[src/shared/tmctl_pkg.sv]
// package: register map, field layout and encodings of the 16-bit timer control block
package tmctl_pkg;
  // data-space and I/O byte addresses, and the control register reset value
  localparam logic [7:0] TMCTL_IO_DATA_OFS = 8'h20;
  localparam logic [7:0] TMCTL_EXT_BASE = 8'h60;
  localparam logic [7:0] TMCTL_T1_CTRL_A_IO = 8'h2F;
  localparam logic [7:0] TMCTL_T1_CTRL_B_IO = 8'h2E;
  localparam logic [7:0] TMCTL_T3_CTRL_A_ADR = 8'h8B;
  localparam logic [7:0] TMCTL_T3_CTRL_B_ADR = 8'h8A;
  localparam logic [7:0] TMCTL_CTRL_RESET = 8'h00;
  // control register B fields
  localparam int TMCTL_B_NOISE_BIT = 7;
  localparam int TMCTL_B_EDGE_BIT = 6;
  localparam int TMCTL_B_UNUSED_BIT = 5;
  localparam int TMCTL_B_WGM_HI = 4;
  localparam int TMCTL_B_WGM_LO = 3;
  localparam logic [7:0] TMCTL_B_WMASK = 8'hDF;
  // TOP and BOTTOM constants, and the capture noise filter length
  localparam logic [15:0] TMCTL_MAX = 16'hFFFF;
  localparam logic [15:0] TMCTL_TOP8 = 16'h00FF;
  localparam logic [15:0] TMCTL_TOP9 = 16'h01FF;
  localparam logic [15:0] TMCTL_TOP10 = 16'h03FF;
  localparam logic [15:0] TMCTL_BOTTOM = 16'h0000;
  localparam logic [2:0] TMCTL_FILTER_LEN = 3'h4;
  // prescaler taps
  localparam logic [9:0] TMCTL_DIV8_MASK = 10'h007;
  localparam logic [9:0] TMCTL_DIV64_MASK = 10'h03F;
  localparam logic [9:0] TMCTL_DIV256_MASK = 10'h0FF;
  localparam logic [9:0] TMCTL_DIV1024_MASK = 10'h3FF;

  typedef enum logic [2:0] {
    TMCTL_CS_STOP = 3'b000,
    TMCTL_CS_DIV1 = 3'b001,
    TMCTL_CS_DIV8 = 3'b010,
    TMCTL_CS_DIV64 = 3'b011,
    TMCTL_CS_DIV256 = 3'b100,
    TMCTL_CS_DIV1024 = 3'b101,
    TMCTL_CS_EXT_FALL = 3'b110,
    TMCTL_CS_EXT_RISE = 3'b111
  } tmctl_cs_t;

  typedef enum logic [1:0] {
    TMCTL_TOP_FIXED = 2'b00,
    TMCTL_TOP_CMPA = 2'b01,
    TMCTL_TOP_CAPT = 2'b10
  } tmctl_topsrc_t;

  typedef enum logic [1:0] {
    TMCTL_EV_IMMEDIATE = 2'b00,
    TMCTL_EV_TOP = 2'b01,
    TMCTL_EV_BOTTOM = 2'b10,
    TMCTL_EV_MAX = 2'b11
  } tmctl_ev_t;
endpackage

[src/logic/tmctl_timer16.sv]
// module: one 16-bit timer's mode, clock select and capture control with its counter core
`timescale 1ns/10ps
module tmctl_timer16
  import tmctl_pkg::*;
#(
  parameter logic [7:0] CTRL_A_ADR = 8'h4F,
  parameter logic [7:0] CTRL_B_ADR = 8'h4E,
  parameter logic [15:0] CMPA_RESET = 16'h0000
) (
  input wire logic clk_sys,
  input wire logic rst_b,
  input wire logic [7:0] dat_addr,
  input wire logic dat_wr,
  input wire logic dat_rd,
  input wire logic [7:0] dat_wdata,
  output logic [7:0] dat_rdata,
  input wire logic [15:0] compare_a_wdata,
  input wire logic compare_a_wr,
  input wire logic capture_pin,
  input wire logic ext_count_pin,
  input wire logic capture_flag_clr,
  output logic [15:0] count_q,
  output logic [15:0] compare_a_value,
  output logic [15:0] capture_value,
  output logic capture_flag,
  output logic overflow_flag,
  output logic count_down
);
  logic [7:0] ctrl_a_q;
  logic [7:0] ctrl_b_q;
  logic [3:0] waveform_mode_sel;
  tmctl_cs_t clock_source_sel;
  logic capture_noise_filter_en;
  logic capture_edge_sel;
  logic [9:0] presc_q;
  logic ext_q;
  logic tick;
  logic [1:0] filt_cnt_q;
  logic filt_out_q;
  logic cap_raw_q;
  logic cap_in;
  logic cap_prev_q;
  logic cap_event;
  logic [15:0] cmpa_buf_q;
  logic [15:0] top_val;
  tmctl_topsrc_t top_src;
  tmctl_ev_t upd_ev;
  tmctl_ev_t ovf_ev;
  logic dual_slope;
  logic at_top;
  logic at_bottom;
  logic at_max;
  logic cap_disabled;

  function automatic logic ev_hit(input tmctl_ev_t ev, input logic top_hit,
                                  input logic bot_hit, input logic max_hit);
    unique case (ev)
      TMCTL_EV_IMMEDIATE: ev_hit = 1'b1;
      TMCTL_EV_TOP: ev_hit = top_hit;
      TMCTL_EV_BOTTOM: ev_hit = bot_hit;
      TMCTL_EV_MAX: ev_hit = max_hit;
    endcase
  endfunction

  // registers: low I/O ones sit at their I/O offset plus the data-space offset
  always_ff @(posedge clk_sys) begin
    if (!rst_b) begin
      ctrl_a_q <= TMCTL_CTRL_RESET;
      ctrl_b_q <= TMCTL_CTRL_RESET;
    end else if (dat_wr) begin
      if (dat_addr == CTRL_A_ADR) begin
        ctrl_a_q <= dat_wdata;
      end
      if (dat_addr == CTRL_B_ADR) begin
        ctrl_b_q <= dat_wdata & TMCTL_B_WMASK;
      end
    end
  end

  always_ff @(posedge clk_sys) begin
    if (!rst_b) begin
      dat_rdata <= 8'h00;
    end else if (dat_rd) begin
      if (dat_addr == CTRL_A_ADR) begin
        dat_rdata <= ctrl_a_q;
      end else if (dat_addr == CTRL_B_ADR) begin
        dat_rdata <= ctrl_b_q & TMCTL_B_WMASK;
      end else begin
        dat_rdata <= 8'h00;
      end
    end
  end

  assign waveform_mode_sel = {ctrl_b_q[TMCTL_B_WGM_HI], ctrl_b_q[TMCTL_B_WGM_LO],
                              ctrl_a_q[1:0]};
  assign clock_source_sel = tmctl_cs_t'(ctrl_b_q[2:0]);
  assign capture_noise_filter_en = ctrl_b_q[TMCTL_B_NOISE_BIT];
  assign capture_edge_sel = ctrl_b_q[TMCTL_B_EDGE_BIT];

  // mode decode; mode 13 falls to normal counting since software must not use it
  always_comb begin
    top_src = TMCTL_TOP_FIXED;
    top_val = TMCTL_MAX;
    upd_ev = TMCTL_EV_IMMEDIATE;
    ovf_ev = TMCTL_EV_MAX;
    dual_slope = 1'b0;
    unique case (waveform_mode_sel)
      4'h0: begin
        top_val = TMCTL_MAX;
      end
      4'h1, 4'h2, 4'h3: begin
        top_val = (waveform_mode_sel == 4'h1) ? TMCTL_TOP8 :
                  (waveform_mode_sel == 4'h2) ? TMCTL_TOP9 : TMCTL_TOP10;
        upd_ev = TMCTL_EV_TOP;
        ovf_ev = TMCTL_EV_BOTTOM;
        dual_slope = 1'b1;
      end
      4'h4: top_src = TMCTL_TOP_CMPA;
      4'h5, 4'h6, 4'h7: begin
        top_val = (waveform_mode_sel == 4'h5) ? TMCTL_TOP8 :
                  (waveform_mode_sel == 4'h6) ? TMCTL_TOP9 : TMCTL_TOP10;
        upd_ev = TMCTL_EV_BOTTOM;
        ovf_ev = TMCTL_EV_TOP;
      end
      4'h8, 4'h9: begin
        top_src = (waveform_mode_sel == 4'h8) ? TMCTL_TOP_CAPT : TMCTL_TOP_CMPA;
        upd_ev = TMCTL_EV_BOTTOM;
        ovf_ev = TMCTL_EV_BOTTOM;
        dual_slope = 1'b1;
      end
      4'hA, 4'hB: begin
        top_src = (waveform_mode_sel == 4'hA) ? TMCTL_TOP_CAPT : TMCTL_TOP_CMPA;
        upd_ev = TMCTL_EV_TOP;
        ovf_ev = TMCTL_EV_BOTTOM;
        dual_slope = 1'b1;
      end
      4'hC: top_src = TMCTL_TOP_CAPT;
      4'hD: top_val = TMCTL_MAX;
      4'hE, 4'hF: begin
        top_src = (waveform_mode_sel == 4'hE) ? TMCTL_TOP_CAPT : TMCTL_TOP_CMPA;
        upd_ev = TMCTL_EV_BOTTOM;
        ovf_ev = TMCTL_EV_TOP;
      end
    endcase
    if (top_src == TMCTL_TOP_CMPA) begin
      top_val = compare_a_value;
    end else if (top_src == TMCTL_TOP_CAPT) begin
      top_val = capture_value;
    end
  end

  // prescaler runs free; each tap gives one-cycle enables
  always_ff @(posedge clk_sys) begin
    if (!rst_b) begin
      presc_q <= 10'h000;
    end else begin
      presc_q <= presc_q + 10'h001;
    end
  end

  // pin sampled regardless of its port direction
  always_ff @(posedge clk_sys) begin
    if (!rst_b) begin
      ext_q <= 1'b0;
    end else begin
      ext_q <= ext_count_pin;
    end
  end

  always_comb begin
    unique case (clock_source_sel)
      TMCTL_CS_STOP: tick = 1'b0;
      TMCTL_CS_DIV1: tick = 1'b1;
      TMCTL_CS_DIV8: tick = (presc_q & TMCTL_DIV8_MASK) == TMCTL_DIV8_MASK;
      TMCTL_CS_DIV64: tick = (presc_q & TMCTL_DIV64_MASK) == TMCTL_DIV64_MASK;
      TMCTL_CS_DIV256: tick = (presc_q & TMCTL_DIV256_MASK) == TMCTL_DIV256_MASK;
      TMCTL_CS_DIV1024: tick = presc_q == TMCTL_DIV1024_MASK;
      TMCTL_CS_EXT_FALL: tick = ext_q & ~ext_count_pin;
      TMCTL_CS_EXT_RISE: tick = ~ext_q & ext_count_pin;
    endcase
  end

  assign at_top = count_q == top_val;
  assign at_bottom = count_q == TMCTL_BOTTOM;
  assign at_max = count_q == TMCTL_MAX;

  // counter: single slope wraps at TOP, dual slope turns round at TOP and BOTTOM
  always_ff @(posedge clk_sys) begin
    if (!rst_b) begin
      count_q <= 16'h0000;
      count_down <= 1'b0;
    end else if (tick) begin
      if (!dual_slope) begin
        count_down <= 1'b0;
        count_q <= at_top ? TMCTL_BOTTOM : count_q + 16'h0001;
      end else if (count_down) begin
        count_down <= !(count_q == 16'h0001);
        count_q <= at_bottom ? 16'h0001 : count_q - 16'h0001;
      end else begin
        count_down <= (count_q + 16'h0001 >= top_val);
        count_q <= at_top ? count_q - 16'h0001 : count_q + 16'h0001;
      end
    end
  end

  always_ff @(posedge clk_sys) begin
    if (!rst_b) begin
      overflow_flag <= 1'b0;
    end else if (tick && ev_hit(ovf_ev, at_top, at_bottom, at_max)) begin
      overflow_flag <= 1'b1;
    end else if (capture_flag_clr) begin
      overflow_flag <= 1'b0;
    end
  end

  // double buffer for compare A: the buffer is loaded by software, copied at the update point
  always_ff @(posedge clk_sys) begin
    if (!rst_b) begin
      cmpa_buf_q <= CMPA_RESET;
    end else if (compare_a_wr) begin
      cmpa_buf_q <= compare_a_wdata;
    end
  end

  always_ff @(posedge clk_sys) begin
    if (!rst_b) begin
      compare_a_value <= CMPA_RESET;
    end else if (upd_ev == TMCTL_EV_IMMEDIATE) begin
      if (compare_a_wr) begin
        compare_a_value <= compare_a_wdata;
      end
    end else if (tick && ev_hit(upd_ev, at_top, at_bottom, at_max)) begin
      compare_a_value <= cmpa_buf_q;
    end
  end

  // noise filter costs four cycles of latency on every capture
  always_ff @(posedge clk_sys) begin
    if (!rst_b) begin
      cap_raw_q <= 1'b0;
      filt_cnt_q <= 2'b00;
      filt_out_q <= 1'b0;
    end else begin
      cap_raw_q <= capture_pin;
      if (cap_raw_q == filt_out_q) begin
        filt_cnt_q <= 2'b00;
      end else if ({1'b0, filt_cnt_q} == TMCTL_FILTER_LEN - 3'h1) begin
        filt_out_q <= cap_raw_q;
        filt_cnt_q <= 2'b00;
      end else begin
        filt_cnt_q <= filt_cnt_q + 2'b01;
      end
    end
  end

  assign cap_in = capture_noise_filter_en ? filt_out_q : cap_raw_q;
  assign cap_disabled = (top_src == TMCTL_TOP_CAPT);

  always_ff @(posedge clk_sys) begin
    if (!rst_b) begin
      cap_prev_q <= 1'b0;
    end else begin
      cap_prev_q <= cap_in;
    end
  end

  assign cap_event = !cap_disabled &&
                     (capture_edge_sel ? (cap_in & ~cap_prev_q) : (~cap_in & cap_prev_q));

  always_ff @(posedge clk_sys) begin
    if (!rst_b) begin
      capture_value <= 16'h0000;
    end else if (cap_event) begin
      capture_value <= count_q;
    end
  end

  // set wins over a clear in the same cycle
  always_ff @(posedge clk_sys) begin
    if (!rst_b) begin
      capture_flag <= 1'b0;
    end else if (cap_event) begin
      capture_flag <= 1'b1;
    end else if (capture_flag_clr) begin
      capture_flag <= 1'b0;
    end
  end
endmodule

[config.mk]
export PLATFORM = sky130hd
export DESIGN_NAME = tmctl_timer16
export DESIGN_NICKNAME = d
export VERILOG_FILES = /design/src/shared/tmctl_pkg.sv /design/src/logic/tmctl_timer16.sv
export SDC_FILE = /design/constraint.sdc
export NUM_CORES = 1
export LEC_CHECK = 0
export BUFFER_PORTS_ARGS = -buffer_cell sky130_fd_sc_hd__buf_2
export CAP_MARGIN = 20
export CORE_UTILIZATION = 51
export DETAILED_ROUTE_END_ITERATION = 10
export PLACE_DENSITY = 0.77
export SYNTH_ARGS = -nofsm -noshare
export SYNTH_HDL_FRONTEND = slang
export SYNTH_SLANG_ARGS = --single-unit
[constraint.sdc]
create_clock -name clk_sys -period 3.01 [get_ports clk_sys]
set_input_delay 0 -clock clk_sys [delete_from_list [all_inputs] [get_ports clk_sys]]
set_output_delay 0 -clock clk_sys [all_outputs]
set_load 0.03 [all_outputs]
==> metrics <==
status=finished with violations; violated checks=DRC, setup timing; Critical-path top delay cell=or3_1; H-tree levels=3; post-route insts no fill=1002; Die Y=112 um; top_reg_cell synth=dfxtp_1; initial antenna violation count=0; Switching Fraction=24.7%; final net count=921; Detailed Route Iter0 Violations=564; Bufs on Longest Clock Path=2; Worst Setup Path Type=reg2reg; WP buf/inv=2; Max VDD drop=390 uV; most frequent cells in the layout=nor2_1 (106), dfxtp_1 (104), buf_2 (98); Clock Power Share=38.7%; Post-synth EDFFs=0; relative slew slack=32.3%; # setup viols final=1; cell-internal power=2130 uW; clk root buf=clkbuf_16; fin crit period=3.01 ns; drc violations=7; Max Freq=0.332 GHz; post-route cell area=0.00774 mm2; crit path cell chain=buf_4 > or3_1 > a21oi_1 > a211oi_2 > xnor2_1 > nor4_4 > buf_4 > nand3_4 > mux2_4 > a2111oi_4 > a2111oi_1; grt ovf=0; max-slew violation count=0; cell taking the most area after synthesis=dfxtp_1; Hold EP=count_q[13]; Post-Syn Area=0.00619 mm2; Yosys cell types=66; Detailed Place HPWL=13000 um; part of the power in registers=52.1%; top cells by area, synth=dfxtp_1 (34%), mux2i_1 (12%), nor2_1 (6.5%); CTS Sinks=106; sequential-to-total area share from yosys stat=34.3%; final worst-path cycle share=100%; Initial Util=53.3%; Fin Clk Skew=0.00723 ns; CTS tree=built; drt wl/cell=18.4 um; slowest stage delay, CP=0.50 ns; Post-DP Area=0.00698 mm2; DR vias=6087; CP top delay family=simple AND/OR/NAND/NOR gates; Setup WS post-layout=-0.00392 ns; number of synthesized register bits=106; syn_nets=783; hold path depth=3; Hold Path Class=in2reg; ys async rst share=0%; Horiz. Die Dim=112 um; clk_lat worst skew=0.35 ns; Layout fillers=919; leakage power=0.00352 uW; HP Start=rst_b; r2r startpoint=ctrl_a_q[1]; Syn Area/Cell=8.62 um2; Core ar.=0.0116 mm2; pre-CTS setup slack=-0.0497 ns; Site Rows=39; dpl cells=953; Crit Path Max Fanout=13; CP Capture Type=flop; PD cells=365 mW/mm2; first-pass GRT wire length=29600 um; Comb pwr share=9.3%; max-cap violations=0; area of the die=0.0126 mm2; Worst R2R Setup Slack=-0.004 ns; Worst Path Required=3.20 ns; Layout area overhead=25.2%; crit start category=flop; R2R cell count=11; Synth Instances=718; Crit path arrival time=3.20 ns; layout cells sized above 1=24.8%; YS warnings=0; drt via density=6.07; largest net degree at the start of global routing=56; IO Count=99; CTS Buf Count=9; DRT Pass-1 Iters=9; Worst-Margin Slew=1.01 ns; Post-DRT Antenna Nets=0; PortBufs=98; Tot GR Track Use=29.5%; setup TNS=-0.00392 ns; NetSw=697 uW; clk slew on worst S/H paths=0.07 ns; # diodes=0; Worst R2R End=count_q[4]; GPL Wtd Cong=0.934; Fin. Hold Viols=0; routed wire length=18500 um; RSZ-0062 raised after global routing=yes; vias in the first global route=6049; commonest non-fill, non-tap cell in the layout=nor2_1; most used cell, CP=buf_4; Synth top area share=34.3%
==> cells by family after synthesis <==
family	after synthesis	synth area share, %
buffers and inverters	67	4.85
flip-flops	106	34.3
adder cells (fa/ha/maj)	25	5.06
XOR/XNOR	35	4.96
AO/OA/AOI/OAI	169	19.8
multiplexers	73	11.8
AND/OR/NAND/NOR	243	19.2
==> stage by stage <==
step	util (%)	hold WS, ns	total power [uW]
floorplan	-	0.122	1640
global placement	60.1	0.212	1710
detailed placement	60.1	0.210	1720
CTS	65.5	0.0876	2820
global route	66.7	0.142	2910
finish	66.7	0.108	2830
==> cell type report <==
cell class,instances,area (um2),share of cell area [%]
well taps,143,179,2.31
clock buffers,12,246,3.18
repair buffers,178,1230,15.8
flip-flops and latches,106,2120,27.4
clock inverters,2,13.8,0.178
inverters,16,61.3,0.792
multi-input cells,545,3890,50.3
==> per-layer routing <==
layer  global-route usage (%)  wire length (um)  vias to the layer above
met2                     49.4              8650                      304
li1                         -                 -                     2867
met1                     37.0              8050                     2864
met5                        0                 0                        -
met4                     14.3               585                        0
met3                     5.24              1190                       52
==> synth_stat cells, drive strengths merged (3+ instances only) <==
cell,instances
a221oi,4
nand4,11
buf,13
dfxtp,106
o22ai,15
a31oi,18
a21o,10
and3,3
a211oi,25
a2111oi,3
inv,14
and2,6
xnor2,26
nand2,45
nand3,19
clkbuf,38
mux2i,72
a21oi,35
nor3,9
a32oi,4
nand3b,4
or3,8
nor4,7
ha,25
nor2,108
nand2b,9
o221ai,5
xor2,9
nor4b,3
o21ai,30
==> power by group through the flow <==
stage / Sequential (uW) / Combinational [uW] / Clock [uW]
2_1_floorplan: 1520 / 117 / 0
3_3_place_gp: 1500 / 211 / 0
3_5_place_dp: 1500 / 220 / 0
4_1_cts: 1470 / 248 / 1100
5_1_grt: 1470 / 280 / 1150
6_report: 1470 / 262 / 1090
==> flip-flops by register name (all words and copies together) (netlist names), 2 cells and up <==
register	flops
capture_value	16
compare_a_value	16
filt_cnt_q	2
presc_q	10
cmpa_buf_q	16
dat_rdata	8
ctrl_b_q	7
count_q	16
ctrl_a_q	8
==> how the worst max path moves through the flow <==
stage | from | to | depth (start not counted)
2_1_floorplan | count_q[5] | count_down | 11
3_3_place_gp | ctrl_a_q[0] | count_q[13] | 12
3_5_place_dp | ctrl_a_q[0] | count_q[4] | 11
4_1_cts | ctrl_b_q[4] | count_q[4] | 10
5_1_grt | ctrl_a_q[1] | count_q[4] | 11
6_report | ctrl_a_q[1] | count_q[4] | 11
==> what timing repair did <==
item,in CTS,in global routing
gates resized for setup,12,16
pin swaps,4,7
hold buffers,29,0
cloned,0,2
hold endpoints to repair,33,0
buffers inserted,2,2
endpoints found under the setup margin,10,32
==> tightest hold or removal path, stage by stage <==
cell and delay, ns:
buf_2 0.24, o21ai_0 0.13, nor2_1 0.04
Note: power is estimated with default switching activity, not from simulation.
